===== config.mk =====
export PLATFORM = sky130hd
export DESIGN_NAME = css_sequencer
export DESIGN_NICKNAME = d
export VERILOG_FILES = /design/src/hw/css_pkg.sv /design/src/hw/css_step_if.sv /design/src/hw/css_debounce.sv /design/src/hw/css_sequencer.sv /design/src/hw/css_timer.sv
export SDC_FILE = /design/constraint.sdc
export NUM_CORES = 1
export LEC_CHECK = 0
export BUFFER_PORTS_ARGS = -buffer_cell sky130_fd_sc_hd__buf_2
export CORE_MARGIN = 4
export CORE_UTILIZATION = 48
export DETAILED_ROUTE_END_ITERATION = 12
export PLACE_DENSITY = 0.87
export SLEW_MARGIN = 25
export SYNTH_ARGS = -nofsm -noshare
export SYNTH_HDL_FRONTEND = slang
export SYNTH_HIERARCHICAL = 1
export SYNTH_SLANG_ARGS = --single-unit

===== constraint.sdc =====
create_clock -name clk -period 1.9 [get_ports clk]
set_input_delay 0.38 -clock clk [delete_from_list [all_inputs] [get_ports clk]]
set_output_delay 0.38 -clock clk [all_outputs]
set_load 0.005 [all_outputs]

===== src/hw/css_pkg.sv =====
// constants and types shared by the console start sequencer
package css_pkg;
  // ----------------------------------------
  // timing
  // ----------------------------------------
  localparam int CLK_NS    = 100;
  localparam int PULSE_NS  = 100;
  localparam int CLEAR_NS  = 50;
  localparam int STEP_US   = 2;
  localparam int DEB_US    = 1000;
  localparam int PULSE_CYC = (PULSE_NS / CLK_NS < 1) ? 1 : PULSE_NS / CLK_NS;
  localparam int CLEAR_CYC = (CLEAR_NS + CLK_NS - 1) / CLK_NS;
  localparam int STEP_CYC  = (STEP_US * 1000) / CLK_NS;
  localparam int DEB_CYC   = (DEB_US * 1000) / CLK_NS;
  localparam int TMR_W     = 16;
  // ----------------------------------------
  // register map
  // ----------------------------------------
  localparam logic [11:0] OFF_CTRL  = 12'h000;
  localparam logic [11:0] OFF_STAT  = 12'h004;
  localparam logic [11:0] OFF_POS   = 12'h008;
  localparam int CTRL_HALT   = 0;
  localparam int CTRL_SOFT   = 1;
  localparam int STAT_RUN    = 0;
  localparam int STAT_ST     = 1;
  localparam int STAT_PERMIT = 4;
  localparam int STAT_FETCH  = 5;
  localparam int STAT_TS1    = 6;
  localparam int POS_PC      = 0;
  localparam int POS_MA      = 12;
  localparam int POS_FB      = 24;
  localparam int POS_IF      = 29;
  localparam logic [11:0] PC_RST = 12'h000;
  localparam logic [11:0] MA_RST = 12'h000;
  // ----------------------------------------
  // sequencer states
  // ----------------------------------------
  typedef enum logic [1:0] {CSS_IDLE, CSS_A, CSS_B, CSS_C} css_state_t;
endpackage


===== src/hw/css_step_if.sv =====
// carrier between the sequencer and its step timer
interface css_step_if;
  import css_pkg::*;
  logic             kick;
  logic [TMR_W-1:0] load;
  logic             tick;
  modport ctl (output kick, output load, input tick);
  modport tmr (input kick, input load, output tick);
endinterface


===== src/hw/css_debounce.sv =====
// synchroniser, bounce filter and single pulse for the start keys
module css_debounce
#(
  parameter int CYC = 10000
)
(
  // clock and reset
  input  wire logic clk,
  input  wire logic rst_n,
  // key
  input  wire logic raw,
  output logic      level,
  output logic      pulse
);
  logic        s1;
  logic        s2;
  logic [31:0] cnt;
  wire         differs = (s2 != level);
  wire         settled = differs && (cnt == 32'(CYC - 1));

  if (CYC < 2)
  begin : g_chk
    $error("css_debounce: CYC must be at least 2");
  end

  always_ff @(posedge clk)
  begin
    if (!rst_n)
    begin
      s1 <= 1'b0;
      s2 <= 1'b0;
    end
    else
    begin
      s1 <= raw;
      s2 <= s1;
    end
  end

  // level moves only after the input held still for CYC cycles
  always_ff @(posedge clk)
  begin
    if (!rst_n)
    begin
      cnt   <= '0;
      level <= 1'b0;
      pulse <= 1'b0;
    end
    else
    begin
      cnt   <= (differs && !settled) ? cnt + 1'b1 : '0;
      level <= settled ? s2 : level;
      pulse <= settled && s2;
    end
  end
endmodule // css_debounce


===== src/hw/css_sequencer.sv =====
// console start sequencer: key to manual states to run, with APB access
//
// Behaviour
// - next-instruction permit high unless defer or another inhibit is set
// - combined start key is filtered so bounce gives one start
// - debounced key gives one 100 ns pulse, enters state A only if stopped
// - about 50 ns into state A, clear major states unless continue
// - same pulse clears H and skip flip-flops unless continue
// - state B with left start: switch 00 sets bit 03, 01 sets bit 04
// - state B with left start: field switches set extended bits 0-2
// - first timing pulse comes about 2 us after state B begins
// - first timing pulse with a start key loads PC from left switches
// - first timing pulse sets state C and clears state B
// - fetch-set is permit with no interrupt, tape or data break pending
// - fetch-set, state B clear and time state one select PC to address
// - second timing pulse follows first by about 2 us, clears state C
// - second timing pulse loads memory address unless I/O preset
// - second timing pulse sets run unless I/O preset
// - a timing cycle starts only with run, cycle done and memory idle
// - time state one held while stopped and forced by I/O preset
module css_sequencer
  import css_pkg::*;
#(
  parameter int DEB_CYCLES = DEB_CYC,
  parameter int N_KEYS     = 3
)
(
  // clock and reset
  input  wire logic        clk,
  input  wire logic        rst_n,
  // apb slave
  input  wire logic        psel,
  input  wire logic        penable,
  input  wire logic        pwrite,
  input  wire logic [11:0] paddr,
  input  wire logic [31:0] pwdata,
  output logic [31:0]      prdata,
  output logic             pready,
  output logic             pslverr,
  // console switches, asynchronous
  input  wire logic [N_KEYS-1:0] startKeys,
  input  wire logic        keyStartLs,
  input  wire logic        keyCont,
  input  wire logic        keyIoPreset,
  input  wire logic [11:0] leftSwitches,
  input  wire logic [2:0]  fieldSwitches,
  // processor conditions, same clock
  input  wire logic        deferPending,
  input  wire logic [3:0]  permitInhibit,
  input  wire logic        interruptReq,
  input  wire logic        tapeReq,
  input  wire logic        breakReq,
  input  wire logic        cycleDone,
  input  wire logic        memIdle,
  input  wire logic        timeStateProc,
  input  wire logic        stopReq,
  // sequencer outputs
  output logic             manualStateA,
  output logic             manualStateB,
  output logic             manualStateC,
  output logic             manualPulseA,
  output logic             manualPulseB,
  output logic             manualPulseC,
  output logic             clearMajorStates,
  output logic             clearSkips,
  output logic             pcLoad,
  output logic [11:0]      pc,
  output logic [4:0]       fieldBuffer,
  output logic [1:0]       instrField,
  output logic             nextInstrPermit,
  output logic             fetchSet,
  output logic             counterToAddressSelect,
  output logic             marLoad,
  output logic [11:0]      memAddr,
  output logic             run,
  output logic             cycleStart,
  output logic             timeStateOne
);
  // ----------------------------------------
  // decode helpers
  // ----------------------------------------
  function automatic logic hit(input logic [11:0] a, input logic [11:0] o);
    hit = (a[11:2] == o[11:2]);
  endfunction

  if (N_KEYS < 1 || DEB_CYCLES < 2 || STEP_CYC >= 2 ** TMR_W)
  begin : g_chk
    $error("css_sequencer: parameter out of range");
  end

  // ----------------------------------------
  // switch synchronisers
  // ----------------------------------------
  localparam int SW_W = 18;
  logic [SW_W-1:0] swMeta;
  logic [SW_W-1:0] swSync;

  always_ff @(posedge clk)
  begin
    if (!rst_n)
    begin
      swMeta <= '0;
      swSync <= '0;
    end
    else
    begin
      swMeta <= {keyStartLs, keyCont, keyIoPreset, fieldSwitches,
                 leftSwitches};
      swSync <= swMeta;
    end
  end

  wire        lsKey   = swSync[17];
  wire        contKey = swSync[16];
  wire        ioKey   = swSync[15];
  wire [2:0]  ifSw    = swSync[14:12];
  wire [11:0] left_switch_value     = swSync[11:0];

  // ----------------------------------------
  // start key, combined then debounced
  // ----------------------------------------
  // the raw keys are merged before the filter, so one filter serves all
  wire rawStart = (|startKeys) | keyStartLs;
  logic keyLevel;
  logic keyPulse;

  css_debounce #(.CYC(DEB_CYCLES)) u_deb
  (
    .clk   (clk),
    .rst_n (rst_n),
    .raw   (rawStart),
    .level (keyLevel),
    .pulse (keyPulse)
  );

  // ----------------------------------------
  // register interface
  // ----------------------------------------
  logic softStart;
  logic haltReq;
  wire  setupPh  = psel && !penable;
  wire  accessOk = psel && penable && pready;
  wire  hitCtrl  = hit(paddr, OFF_CTRL);
  wire  hitStat  = hit(paddr, OFF_STAT);
  wire  hitPos   = hit(paddr, OFF_POS);
  wire  mapped   = hitCtrl || hitStat || hitPos;
  wire  wrCtrl   = accessOk && pwrite && hitCtrl;

  // ----------------------------------------
  // sequencer
  // ----------------------------------------
  css_state_t state;
  css_state_t next_state;
  css_step_if step ();

  css_timer u_tmr
  (
    .clk   (clk),
    .rst_n (rst_n),
    .step  (step.tmr)
  );

  wire startAny  = keyPulse || softStart;
  wire startFire = startAny && !run && (state == CSS_IDLE);
  wire fireA     = (state == CSS_A) && step.tick;
  wire fireB     = (state == CSS_B) && step.tick;
  wire fireC     = (state == CSS_C) && step.tick;
  wire lsEnable  = (state == CSS_B) && lsKey;
  wire keyActive = keyLevel || lsKey;
  wire goRun     = fireC && !ioKey;

  // one state at a time, strictly A then B then C then idle
  always_comb
  begin
    next_state = state;
    case (state)
      CSS_IDLE: if (startFire) next_state = CSS_A;
      CSS_A:    if (fireA) next_state = CSS_B;
      CSS_B:    if (fireB) next_state = CSS_C;
      CSS_C:    if (fireC) next_state = CSS_IDLE;
      default:  next_state = CSS_IDLE;
    endcase
  end

  assign step.kick = startFire || fireA || fireB;
  assign step.load = startFire ? TMR_W'(CLEAR_CYC) : TMR_W'(STEP_CYC);

  always_ff @(posedge clk)
  begin
    if (!rst_n)
      state <= CSS_IDLE;
    else
      state <= next_state;
  end

  always_ff @(posedge clk)
  begin
    if (!rst_n)
    begin
      manualStateA <= 1'b0;
      manualStateB <= 1'b0;
      manualStateC <= 1'b0;
      manualPulseA <= 1'b0;
      manualPulseB <= 1'b0;
      manualPulseC <= 1'b0;
    end
    else
    begin
      manualStateA <= (next_state == CSS_A);
      manualStateB <= (next_state == CSS_B);
      manualStateC <= (next_state == CSS_C);
      manualPulseA <= fireA;
      manualPulseB <= fireB;
      manualPulseC <= fireC;
    end
  end

  // ----------------------------------------
  // effects of the manual pulses
  // ----------------------------------------
  always_ff @(posedge clk)
  begin
    if (!rst_n)
    begin
      clearMajorStates <= 1'b0;
      clearSkips       <= 1'b0;
      pcLoad           <= 1'b0;
      marLoad          <= 1'b0;
    end
    else
    begin
      clearMajorStates <= fireA && !contKey;
      clearSkips       <= fireA && !contKey;
      pcLoad           <= fireB && keyActive;
      marLoad          <= goRun;
    end
  end

  always_ff @(posedge clk)
  begin
    if (!rst_n)
      pc <= PC_RST;
    else if (fireB && keyActive)
      pc <= left_switch_value;
  end

  // only the high ten bits travel when the counter feeds the address; the low two are zero
  always_ff @(posedge clk)
  begin
    if (!rst_n)
      memAddr <= MA_RST;
    else if (goRun)
      memAddr <= {pc[11:2], 2'b00};
  end

  // field bits are set only; nothing here clears them after reset
  always_ff @(posedge clk)
  begin
    if (!rst_n)
    begin
      fieldBuffer[4:3] <= 2'b00;
      instrField       <= 2'b00;
    end
    else if (lsEnable)
    begin
      fieldBuffer[4:3] <= fieldBuffer[4:3] | {left_switch_value[1], left_switch_value[0]};
      instrField       <= instrField | {left_switch_value[1], left_switch_value[0]};
    end
  end

  for (genvar i = 0; i < 3; i++)
  begin : g_ext
    always_ff @(posedge clk)
    begin
      if (!rst_n)
        fieldBuffer[i] <= 1'b0;
      else if (lsEnable && ifSw[i])
        fieldBuffer[i] <= 1'b1;
    end
  end

  // set wins over halt so a start in the same cycle is not lost
  always_ff @(posedge clk)
  begin
    if (!rst_n)
      run <= 1'b0;
    else if (goRun)
      run <= 1'b1;
    else if (stopReq || haltReq)
      run <= 1'b0;
  end

  // ----------------------------------------
  // processor side conditions
  // ----------------------------------------
  wire permitNow = !(deferPending || (|permitInhibit));
  wire fetchNow  = permitNow && !interruptReq && !tapeReq && !breakReq;

  always_ff @(posedge clk)
  begin
    if (!rst_n)
    begin
      nextInstrPermit        <= 1'b0;
      fetchSet               <= 1'b0;
      counterToAddressSelect <= 1'b0;
      cycleStart             <= 1'b0;
      timeStateOne           <= 1'b1;
    end
    else
    begin
      nextInstrPermit        <= permitNow;
      fetchSet               <= fetchNow;
      counterToAddressSelect <= fetchNow && (next_state != CSS_B) &&
                                timeStateOne;
      cycleStart             <= run && cycleDone && memIdle;
      timeStateOne           <= !run || ioKey || timeStateProc;
    end
  end

  // ----------------------------------------
  // apb slave, answers in the first access cycle
  // ----------------------------------------
  wire [31:0] statWord = {25'h0, timeStateOne, fetchSet, nextInstrPermit,
                          manualStateC, manualStateB, manualStateA, run};
  wire [31:0] posWord  = {1'b0, instrField, fieldBuffer, 12'h000, pc} |
                         {8'h00, memAddr, 12'h000};
  wire [31:0] rdMux    = hitCtrl ? 32'h0000_0000 :
                         hitStat ? statWord : hitPos ? posWord : 32'h0;

  always_ff @(posedge clk)
  begin
    if (!rst_n)
    begin
      pready  <= 1'b0;
      pslverr <= 1'b0;
      prdata  <= 32'h0000_0000;
    end
    else
    begin
      pready  <= setupPh;
      pslverr <= setupPh && !mapped;
      prdata  <= (setupPh && !pwrite) ? rdMux : 32'h0000_0000;
    end
  end

  always_ff @(posedge clk)
  begin
    if (!rst_n)
    begin
      softStart <= 1'b0;
      haltReq   <= 1'b0;
    end
    else
    begin
      softStart <= wrCtrl && pwdata[CTRL_SOFT];
      haltReq   <= wrCtrl && pwdata[CTRL_HALT];
    end
  end
endmodule // css_sequencer


===== src/hw/css_timer.sv =====
// one-shot step timer, ticks once after a loaded count
module css_timer
  import css_pkg::*;
(
  // clock and reset
  input wire logic clk,
  input wire logic rst_n,
  // sequencer side
  css_step_if.tmr  step
);
  logic [TMR_W-1:0] cnt;

  always_ff @(posedge clk)
  begin
    if (!rst_n)
      cnt <= '0;
    else if (step.kick)
      cnt <= step.load;
    else if (cnt != '0)
      cnt <= cnt - 1'b1;
  end

  // a new kick kills a stale tick
  always_ff @(posedge clk)
  begin
    if (!rst_n)
      step.tick <= 1'b0;
    else
      step.tick <= (cnt == 16'h0001) && !step.kick;
  end
endmodule // css_timer


==> results.sh, run 1 <==
export IMPL_setup_violations=2
export IMPL_synth_ff_latch_count=168
export IMPL_synthSimpleGateAreaFrac_pct=28.01
export IMPL_clk_pin_slew_worst_paths_ns=0.06
export IMPL_synth_xor_area_share_pct=3.414
export IMPL_core_area_sq_um=12820
export IMPL_leakage_nw=3.346
export IMPL_ctsLongestPathBuffers=2
export IMPL_grt_max_degree=74
export IMPL_place_congestion=0.8261
export IMPL_track_usage_pct=20.18
export IMPL_synth_area_sq_um=6414
export IMPL_rows=41
export IMPL_netlist_top_cell_by_area="dfxtp_1"
export IMPL_grt_pass1_wl_um=24140
export IMPL_antenna_found_initial=0
export IMPL_synth_most_common_cell="dfxtp_1"
export IMPL_start_util_pct=50.01
export IMPL_hp_start="permitInhibit[0]"
export IMPL_period_share_pct=103.1
export IMPL_crit_type="flip-flop to flip-flop"
export IMPL_max_vdd_ir_drop_v=0.0008066
export IMPL_drive_gt1_share_pct=27.61
export IMPL_synth_edf_count=0
export IMPL_ys_types=59
export IMPL_status="finished, violations left"
export IMPL_fin_worst_hold_slack_ns=0.1430
export IMPL_fin_ws_ns=-0.05850
export IMPL_die_height_um=123.6
export IMPL_grt_overflow=0
export IMPL_nNetsFinal=923
export IMPL_cp_data_required_time_ns=2.21
export IMPL_drtIter0Drc=418
export IMPL_finalWirelength_um=15620
export IMPL_synthAdderAreaFrac_pct=0.5853
export IMPL_wl_per_cell_um=15.27
export IMPL_final_area_sq_um=8174
export IMPL_layout_cells_non_filler=1023
export IMPL_cts_tree="built"
export IMPL_yosys_area_top_type_share_pct=52.44
export IMPL_whs_path_depth=2
export IMPL_die_area_sq_um=15280
export IMPL_dpl_cell_area_sq_um=7463
export IMPL_p_per_area_nw_per_um2=1052
export IMPL_io_buffers=125
export IMPL_reg2reg_from="u_tmr/cnt[0]"
export IMPL_synthTopCellsByArea="dfxtp_1 (52%), and2_1 (6.3%), nand2_1 (4.2%)"
export IMPL_clock_sinks=168
export IMPL_ys_warnings_count=6
export IMPL_syn_inst=673
export IMPL_first_pass_iters=5
export IMPL_diodes=0
export IMPL_synth_flop_cell="dfxtp_1"
export IMPL_synth_avg_cell_area_sq_um=9.530
export IMPL_post_dp_hpwl_um=11070
export IMPL_slew_violations=0
export IMPL_min_path_type="primary input to flip-flop"
export IMPL_synth_top_family_by_area="simple AND/OR/NAND/NOR gates"
export IMPL_violations="setup timing"
export IMPL_cts_buffers=17
export IMPL_synth_top_cells_by_count="dfxtp_1 (168), nand2_1 (72), and2_1 (65)"
export IMPL_place_inst=987
export IMPL_ys_seq_area_share_pct=52.44
export IMPL_cp_arrival_ns=2.27
export IMPL_cts_root_buf="clkbuf_16"
export IMPL_r2r_end="u_tmr/cnt[14]"
export IMPL_cts_htree_levels=4
export IMPL_hold_viol=0
export IMPL_rrSetupSlack_ns=-0.06
export IMPL_end_kind="flip-flop"
export IMPL_hold_end="nextInstrPermit"
export IMPL_ios=163
export IMPL_viasPerCell=5.234
export IMPL_die_width_um=123.6
export IMPL_max_cap_violations=0
export IMPL_r2r_cells=7
export IMPL_dp_slack_ns=-0.04918
export IMPL_synth_async_sr_flop_share_pct=0
export IMPL_fmax_ghz=0.5106
export IMPL_fin_util_pct=63.74
export IMPL_cp_start_kind="flip-flop"
export IMPL_period_needed_ns=1.959
export IMPL_vias=5354
export IMPL_area_growth_pct=27.45
export IMPL_skew_ns=0.01093
export IMPL_rsz0062_at_grt="yes"
export IMPL_cp_max_fo=4
export IMPL_drc=0
export IMPL_ant_nets=0
export IMPL_synth_compound_area_share_pct=8.818
export IMPL_relSlewSlack_pct=57.93
export IMPL_grt_pass1_vias=4963
export IMPL_muxShareOfSynthArea_pct=2.829
export IMPL_worst_pin_slew_ns=0.6253
export IMPL_clk_latency_ns=0.43
-- state kept, by name, indices dropped and copies added (netlist names), 2 cells and up --
register     cells
u_tmr/cnt       16
swMeta          18
prdata          29
u_deb/cnt       32
state            2
instrField       2
pc              12
memAddr         10
swSync          18
fieldBuffer      5
-- metrics by stage --
step                TNS (ns)  total power, mW
global route         -0.3775            8.982
CTS                 -0.03730            8.495
floorplan            -0.1196            4.565
global placement    -0.02381            4.921
finish              -0.09370            8.598
detailed placement  -0.04918            4.977
-- report_power, final --
| group | internal (mW) | leakage [nW] | switching [mW] |
|---|---|---|---|
| clock | 2.02 | 0.295 | 1.48 |
| combinational | 0.705 | 1.68 | 0.636 |
| sequential | 3.66 | 1.37 | 0.102 |
-- how the worst max path moves through the flow --
stage,startpoint,to,slack [ns]
2_1_floorplan,u_tmr/cnt[0],u_tmr/cnt[14],-0.07
3_3_place_gp,u_tmr/cnt[0],u_tmr/cnt[14],-0.02
3_5_place_dp,u_tmr/cnt[0],u_tmr/cnt[14],-0.05
4_1_cts,u_tmr/cnt[0],u_tmr/cnt[14],-0.04
5_1_grt,u_tmr/cnt[0],u_tmr/cnt[14],-0.15
6_report,u_tmr/cnt[0],u_tmr/cnt[14],-0.06
-- layout make-up --
class	count	area (sq um)
repair buffers	170	1001
fillers	1030	4651
clock buffers	19	442.9
inverters	11	41.29
flip-flops and latches	168	3369
well taps	172	215.2
clock inverters	13	158.9
multi-input cells	470	2945
-- logic make-up (layout without fill, tap and decap cells) --
| group | count (synthesis) | in the layout |
|---|---|---|
| and+or+nand+nor | 318 | 318 |
| AOI/OAI and AO/OA | 88 | 88 |
| muxes | 18 | 18 |
| buffers and inverters | 52 | 213 |
| DFF | 168 | 168 |
| adders and majority gates | 3 | 3 |
| xor gates and xnor gates | 25 | 25 |
| other | 1 | 18 |
-- cells in the final DEF, fill, tap and decap left out, drive strengths merged, types with 2 or more instances in the layout --
| master | instances |
|---|---|
| nor4 | 19 |
| xor2 | 13 |
| a21oi | 18 |
| o31a | 2 |
| a21boi | 11 |
| nor2 | 36 |
| and3 | 8 |
| a22oi | 10 |
| ha | 3 |
| or3 | 10 |
| inv | 19 |
| a31oi | 4 |
| and2 | 67 |
| nor4b | 2 |
| o31ai | 12 |
| nand3 | 24 |
| or3b | 2 |
| nand2b | 4 |
| o21ai | 22 |
| nand2 | 72 |
| nand4 | 14 |
| buf | 170 |
| and4 | 4 |
| bufinv | 2 |
| nor3 | 16 |
| a211oi | 2 |
| clkbuf | 19 |
| conb | 18 |
| mux2i | 17 |
| xnor2 | 12 |
| o21a | 5 |
| clkinv | 2 |
| dfxtp | 168 |
| nor2b | 12 |
| nand3b | 2 |
| or4 | 20 |
-- per-layer routing --
layer | share of wire (%) | vias to the layer above | GRT usage [%] | wire (um)
met3 | 5.6 | 26 | 5.177 | 875
met2 | 49 | 180 | 33.05 | 7659
met4 | 2.7 | 0 | 8.374 | 419
met5 | 0 | - | 0 | 0
met1 | 43 | 2508 | 25.33 | 6663
li1 | - | 2640 | - | -
-- critical path, stage by stage, from the launching register on --
cell and delay [ns]:
dfxtp_2 0.34, inv_2 0.08, ha_4 0.13, or3b_4 0.39, or4_4 0.44, nor3_4 0.20, mux2i_1 0.20, a21oi_1 0.08
-- what timing repair did --
action | CTS | global route
resized for setup | 3 | 20
setup buffers | 0 | 4
hold buffers | 0 | 0
endpoints found under the setup margin | 2 | 14
pin swaps | 0 | 3
Note: power is estimated with default switching activity, not from simulation.
==> run 2, diff against run 1 <==
--- a/config.mk
+++ b/config.mk
@@ -5,11 +5,13 @@
 export SDC_FILE = /design/constraint.sdc
 export NUM_CORES = 1
 export LEC_CHECK = 0
+export ABC_AREA = 1
 export BUFFER_PORTS_ARGS = -buffer_cell sky130_fd_sc_hd__buf_2
 export CORE_MARGIN = 4
-export CORE_UTILIZATION = 48
+export CORE_UTILIZATION = 50
+export CTS_BUF_LIST = sky130_fd_sc_hd__clkbuf_4
 export DETAILED_ROUTE_END_ITERATION = 12
-export PLACE_DENSITY = 0.87
+export PLACE_DENSITY = 0.89
 export SLEW_MARGIN = 25
 export SYNTH_ARGS = -nofsm -noshare
 export SYNTH_HDL_FRONTEND = slang
==> run 2 against run 1 <==
- the run now ends clean
- design area is 1.5% higher
- synthesized cell count rose by 42%
- sequential cell count unchanged
- first-iteration DRC count is 17% higher
- combinational power increased by 43%
- clock skew grew 0.0060 ns
- sequential share of layout area is 0.69 points lower
- register-to-register slack better by 0.24 ns
==> results.sh, run 2 <==
export IMPL_clk_latency_ns=0.56
export IMPL_drc=0
export IMPL_ys_seq_area_share_pct=48.13
export IMPL_end_kind="flip-flop"
export IMPL_worst_pin_slew_ns=0.5315
export IMPL_synth_compound_area_share_pct=6.016
export IMPL_ios=163
export IMPL_leakage_nw=3.938
export IMPL_area_growth_pct=18.75
export IMPL_place_inst=1258
export IMPL_track_usage_pct=21.00
export IMPL_synth_async_sr_flop_share_pct=0
export IMPL_setup_tns_ns=0
export IMPL_rows=42
export IMPL_post_cts_setup_buffers=0
export IMPL_layout_cells_non_filler=1310
export IMPL_cp_arrival_ns=2.20
export IMPL_max_cap_violations=0
export IMPL_viasPerCell=4.789
export IMPL_setup_violations=0
export IMPL_crit_type="flip-flop to flip-flop"
export IMPL_antenna_found_initial=0
export IMPL_ys_types=39
export IMPL_nNetsFinal=1206
export IMPL_io_buffers=125
export IMPL_synth_flop_cell="dfxtp_1"
export IMPL_cp_start_kind="flip-flop"
export IMPL_ys_warnings_count=6
export IMPL_synth_area_sq_um=6988
export IMPL_crit_top_cell="nand3_1"
export IMPL_cts_buffers=17
export IMPL_hold_viol=0
export IMPL_first_pass_iters=5
export IMPL_post_dp_hpwl_um=12610
export IMPL_layout_commonest_cell="nand2_1"
export IMPL_final_area_sq_um=8298
export IMPL_max_vdd_ir_drop_v=0.0004879
export IMPL_cp_data_required_time_ns=2.38
export IMPL_n_fill_cell=1215
export IMPL_syn_inst=957
export IMPL_status="finished clean"
export IMPL_yosys_area_top_type_share_pct=48.13
export IMPL_clock_sinks=168
export IMPL_start_util_pct=51.94
export IMPL_fin_worst_hold_slack_ns=0.05214
export IMPL_total_power_mw=7.938
export IMPL_top_regs="u_deb/cnt x32, prdata x29"
export IMPL_die_area_sq_um=15930
export IMPL_die_height_um=126.2
export IMPL_grt_max_degree=48
export IMPL_min_path_type="primary input to flip-flop"
export IMPL_p_per_area_nw_per_um2=956.6
export IMPL_grt_pass1_wl_um=27290
export IMPL_wl_per_cell_um=12.80
export IMPL_die_width_um=126.2
export IMPL_slowest_stage="dfxtp_1"
export IMPL_drtIter0Drc=488
export IMPL_relSlewSlack_pct=64.44
export IMPL_synthAdderAreaFrac_pct=0.5372
export IMPL_ctsLongestPathBuffers=2
export IMPL_synth_xor_area_share_pct=2.256
export IMPL_crit_path_cell_trace="nor2_1 -> nand3_1 -> nand3_1 -> buf_4 -> a21oi_4 -> nand2_1 -> a21oi_1"
export IMPL_vias=6273
export IMPL_rsz0062_at_grt="no"
export IMPL_ant_nets=0
export IMPL_synthTopCellsByArea="dfxtp_1 (48%), nand2_1 (12%), nor2_1 (10%)"
export IMPL_largest_reg_flops=32
export IMPL_synth_most_common_cell="nand2_1"
export IMPL_cp_max_fo=16
export IMPL_synth_top_cells_by_count="nand2_1 (225), nor2_1 (187), dfxtp_1 (168)"
export IMPL_diodes=0
export IMPL_synthSimpleGateAreaFrac_pct=32.82
export IMPL_final_cell_mix="nand2_1 (225), nor2_1 (187), dfxtp_1 (168)"
export IMPL_cts_htree_levels=4
export IMPL_synth_avg_cell_area_sq_um=7.302
export IMPL_fmax_ghz=0.5816
export IMPL_slowest_delay_ns=0.47
export IMPL_finalWirelength_um=16770
export IMPL_synth_top_family_by_area="simple AND/OR/NAND/NOR gates"
export IMPL_muxShareOfSynthArea_pct=0
export IMPL_synth_edf_count=0
export IMPL_top_register="u_deb/cnt"
export IMPL_period_needed_ns=1.720
export IMPL_skew_ns=0.01697
export IMPL_slew_violations=0
export IMPL_drive_gt1_share_pct=17.99
export IMPL_cts_tree="built"
export IMPL_period_share_pct=90.50
export IMPL_core_area_sq_um=13450
export IMPL_cts_root_buf="clkbuf_4"
export IMPL_clk_pin_slew_worst_paths_ns=0.14
export IMPL_grt_pass1_vias=5872
export IMPL_grt_overflow=0
export IMPL_netlist_top_cell_by_area="dfxtp_1"
export IMPL_place_congestion=0.8718
export IMPL_synth_ff_latch_count=168
export IMPL_dpl_cell_area_sq_um=7795
run 2: what timing repair did:
action,4_1_cts,5_1_grt
hold endpoints to repair,20,0
hold buffers,20,0
resized for setup,0,0
run 2: power by group:
part	switching (mW)	leakage (nW)	internal [mW]
registers	0.152	1.36	3.70
logic	1.21	2.41	0.711
clock network	1.24	0.165	0.919
run 2: kinds of logic (layout without fill, tap and decap cells):
logic type,count (synthesis),in the layout
XOR/XNOR,18,18
buffers and inverters,165,325
AND/OR/NAND/NOR,525,525
other,1,18
flip-flops,168,168
adder cells (fa/ha/maj),3,3
AO/OA/AOI/OAI,77,77
run 2: final timing paths:
path	startpoint	endpoint	slack, ns	cells past startpoint
worst max-delay path	state[1]	u_tmr/cnt[12]	0.18	7
worst min-delay path	pwdata[0]	haltReq	0.05	3
worst max register to register	state[1]	u_tmr/cnt[12]	0.18	7
worst min register to register	swMeta[3]	swSync[3]	0.42	2
run 2: per-layer routing:
layer / part of all wire, % / vias to the layer above / global-route usage (%)
met2: 48 / 192 / 36.06
met5: 0 / - / 0
met3: 6.2 / 28 / 4.615
met1: 44 / 2828 / 26.03
met4: 2.2 / 0 / 7.382
li1: - / 3225 / -
run 2: layout make-up:
class / instances / area, sq um / area share, %
sequential: 168 / 3363 / 40.53
multi-input combinational: 641 / 2977 / 35.87
timing repair buffer: 156 / 920.9 / 11.10
inverter: 137 / 514.2 / 6.197
tap: 176 / 220.2 / 2.654
clock inverter: 15 / 175.2 / 2.111
clock buffer: 17 / 127.6 / 1.538
run 2: metrics by stage:
stage | utilization, % | setup slack, ns
global placement | 57.94 | 0.3075
finish | 61.68 | 0.1805
floorplan | - | 0.4691
global route | 61.68 | 0.05205
CTS | 61.68 | 0.2252
detailed placement | 57.94 | 0.2644
run 2: critical path: cells and delay by family (launching register included):
kind	cells	cell delay (ns)
buffers and inverters	1	0.23
AND/OR/NAND/NOR	4	0.52
flip-flops	1	0.47
AO/OA/AOI/OAI	2	0.42
==> run 3, diff against run 2 <==
--- a/config.mk
+++ b/config.mk
@@ -7,6 +7,8 @@
 export LEC_CHECK = 0
 export ABC_AREA = 1
 export BUFFER_PORTS_ARGS = -buffer_cell sky130_fd_sc_hd__buf_2
+export CAP_MARGIN = 20
+export CORE_ASPECT_RATIO = 1.25
 export CORE_MARGIN = 4
 export CORE_UTILIZATION = 50
 export CTS_BUF_LIST = sky130_fd_sc_hd__clkbuf_4
==> constraint.sdc (replaced) <==
create_clock -name clk -period 1.9 [get_ports clk]
set_input_delay 0.38 -clock clk [delete_from_list [all_inputs] [get_ports clk]]
set_output_delay 0.38 -clock clk [all_outputs]
set_load 0.01 [all_outputs]
==> run 3 against run 2 <==
- register-to-register slack about the same
- total power increased by 0.19%
- critical endpoint is now u_deb/cnt[16]
- wire length grew 1.5%
- sequential share of layout area is 0.16 points lower
- global-route usage increased by 0.82 points
==> results.sh, run 3 (synthesis gave the netlist of run 2 again) <==
export IMPL_status="finished clean"
export IMPL_viasPerCell=4.896
export IMPL_rsz0062_at_grt="no"
export IMPL_ant_nets=0
export IMPL_cp_max_fo=20
export IMPL_max_cap_violations=0
export IMPL_die_height_um=140.2
export IMPL_clock_sinks=168
export IMPL_r2r_end="u_deb/cnt[16]"
export IMPL_post_dp_hpwl_um=12430
export IMPL_layout_commonest_cell="nand2_1"
export IMPL_start_util_pct=50.81
export IMPL_r2r_cells=9
export IMPL_setup_tns_ns=0
export IMPL_cp_start_kind="flip-flop"
export IMPL_fin_ws_ns=0.1864
export IMPL_final_cell_mix="nand2_1 (225), nor2_1 (187), dfxtp_1 (167)"
export IMPL_setup_violations=0
export IMPL_wl_per_cell_um=12.95
export IMPL_slew_violations=0
export IMPL_first_pass_iters=4
export IMPL_crit_type="flip-flop to flip-flop"
export IMPL_place_inst=1260
export IMPL_clk_pin_slew_worst_paths_ns=0.13
export IMPL_area_growth_pct=19.27
export IMPL_die_area_sq_um=15940
export IMPL_rows=48
export IMPL_ios=163
export IMPL_nNetsFinal=1212
export IMPL_drc=0
export IMPL_fmax_ghz=0.5836
export IMPL_cts_buffers=17
export IMPL_period_needed_ns=1.714
export IMPL_grt_pass1_vias=6223
export IMPL_dp_slack_ns=0.2457
export IMPL_hold_end="swMeta[13]"
export IMPL_core_area_sq_um=13750
export IMPL_top_regs="u_deb/cnt x32, prdata x29"
export IMPL_dpl_cell_area_sq_um=7804
export IMPL_worst_pin_slew_ns=0.4977
export IMPL_cp_data_required_time_ns=2.37
export IMPL_top_register="u_deb/cnt"
export IMPL_grt_overflow=0
export IMPL_vias=6438
export IMPL_drive_gt1_share_pct=18.33
export IMPL_clk_latency_ns=0.59
export IMPL_hp_start="fieldSwitches[1]"
export IMPL_place_congestion=0.9403
export IMPL_cts_tree="built"
export IMPL_max_vdd_ir_drop_v=0.0006440
export IMPL_post_cts_setup_buffers=0
export IMPL_relSlewSlack_pct=66.70
export IMPL_antenna_found_initial=0
export IMPL_reg2reg_from="u_deb/cnt[0]"
export IMPL_diodes=0
export IMPL_die_width_um=113.7
export IMPL_finalWirelength_um=17020
export IMPL_layout_cells_non_filler=1315
export IMPL_drtIter0Drc=451
export IMPL_rrSetupSlack_ns=0.19
export IMPL_track_usage_pct=21.82
export IMPL_fin_util_pct=60.60
export IMPL_p_per_area_nw_per_um2=954.3
export IMPL_skew_ns=0.02349
export IMPL_cp_arrival_ns=2.18
export IMPL_cts_root_buf="clkbuf_4"
export IMPL_grt_pass1_wl_um=28120
export IMPL_leakage_nw=3.956
export IMPL_whs_path_depth=3
export IMPL_cts_htree_levels=4
export IMPL_io_buffers=125
export IMPL_ctsLongestPathBuffers=2
export IMPL_end_kind="flip-flop"
export IMPL_largest_reg_flops=32
export IMPL_final_area_sq_um=8334
export IMPL_min_path_type="primary input to flip-flop"
export IMPL_grt_max_degree=29
export IMPL_period_share_pct=90.19
export IMPL_hold_viol=0
run 3: cell types whose count changed in the layout (fill, tap and decap cells not counted), moves of 2 or more:
cell,change
buf_4,+4
clkinv_2,+2
clkinv_4,-4
inv_6,+2
dlygate4sd3_1,+3
run 3: critical path, stage by stage, from the launching register on:
cell     delay (ns)
dfxtp_2        0.39
ha_1           0.22
nand2_2        0.08
nor2_4         0.14
nand2_1        0.09
nor2_1         0.19
nand2_1        0.10
nand2_2        0.08
buf_4          0.24
nor2_1         0.07
run 3: routing by layer:
layer	up-vias	GRT usage, %	wire (um)
li1	3246	-	-
met1	2914	24.64	6711
met4	0	10.89	622
met2	230	38.60	8686
met3	48	4.408	1004
met5	-	0	0
run 3: how the worst max path moves through the flow:
stage                       from            end  slack, ns
CTS                 u_deb/cnt[0]  u_deb/cnt[12]       0.12
detailed placement  u_deb/cnt[0]  u_deb/cnt[12]       0.25
floorplan           u_deb/cnt[0]  u_deb/cnt[16]       0.47
global placement    u_deb/cnt[0]  u_deb/cnt[25]       0.28
finish              u_deb/cnt[0]  u_deb/cnt[16]       0.19
global route        u_deb/cnt[0]  u_deb/cnt[12]       0.04
run 3: area by class of cell:
cell class	instances	area (sq um)
clock buffer	17	127.6
timing repair buffer	162	960.9
multi-input combinational	641	2977
tap	175	219.0
fill	1152	5419
sequential	168	3364
inverter	137	514.2
clock inverter	15	171.4
run 3: report_power, final:
part / total, mW / leakage (nW) / switching [mW] / internal [mW]
logic: 1.93 / 2.43 / 1.22 / 0.715
clock network: 2.16 / 0.164 / 1.24 / 0.918
registers: 3.86 / 1.36 / 0.160 / 3.70
run 3: repair_timing:
| item | CTS | global route |
|---|---|---|
| hold buffers | 23 | 0 |
| endpoints found under the setup margin | 0 | 12 |
| endpoints found under the hold margin | 22 | 0 |
| resized for setup | 0 | 1 |
run 3: stage by stage:
step	total power, mW	hold slack [ns]
after global placement	5.737	0.3924
after CTS	7.986	0.01781
final	7.953	0.06164
after detailed placement	5.806	0.4012
after global routing	8.440	0.04107
after floorplan	5.438	0.3763
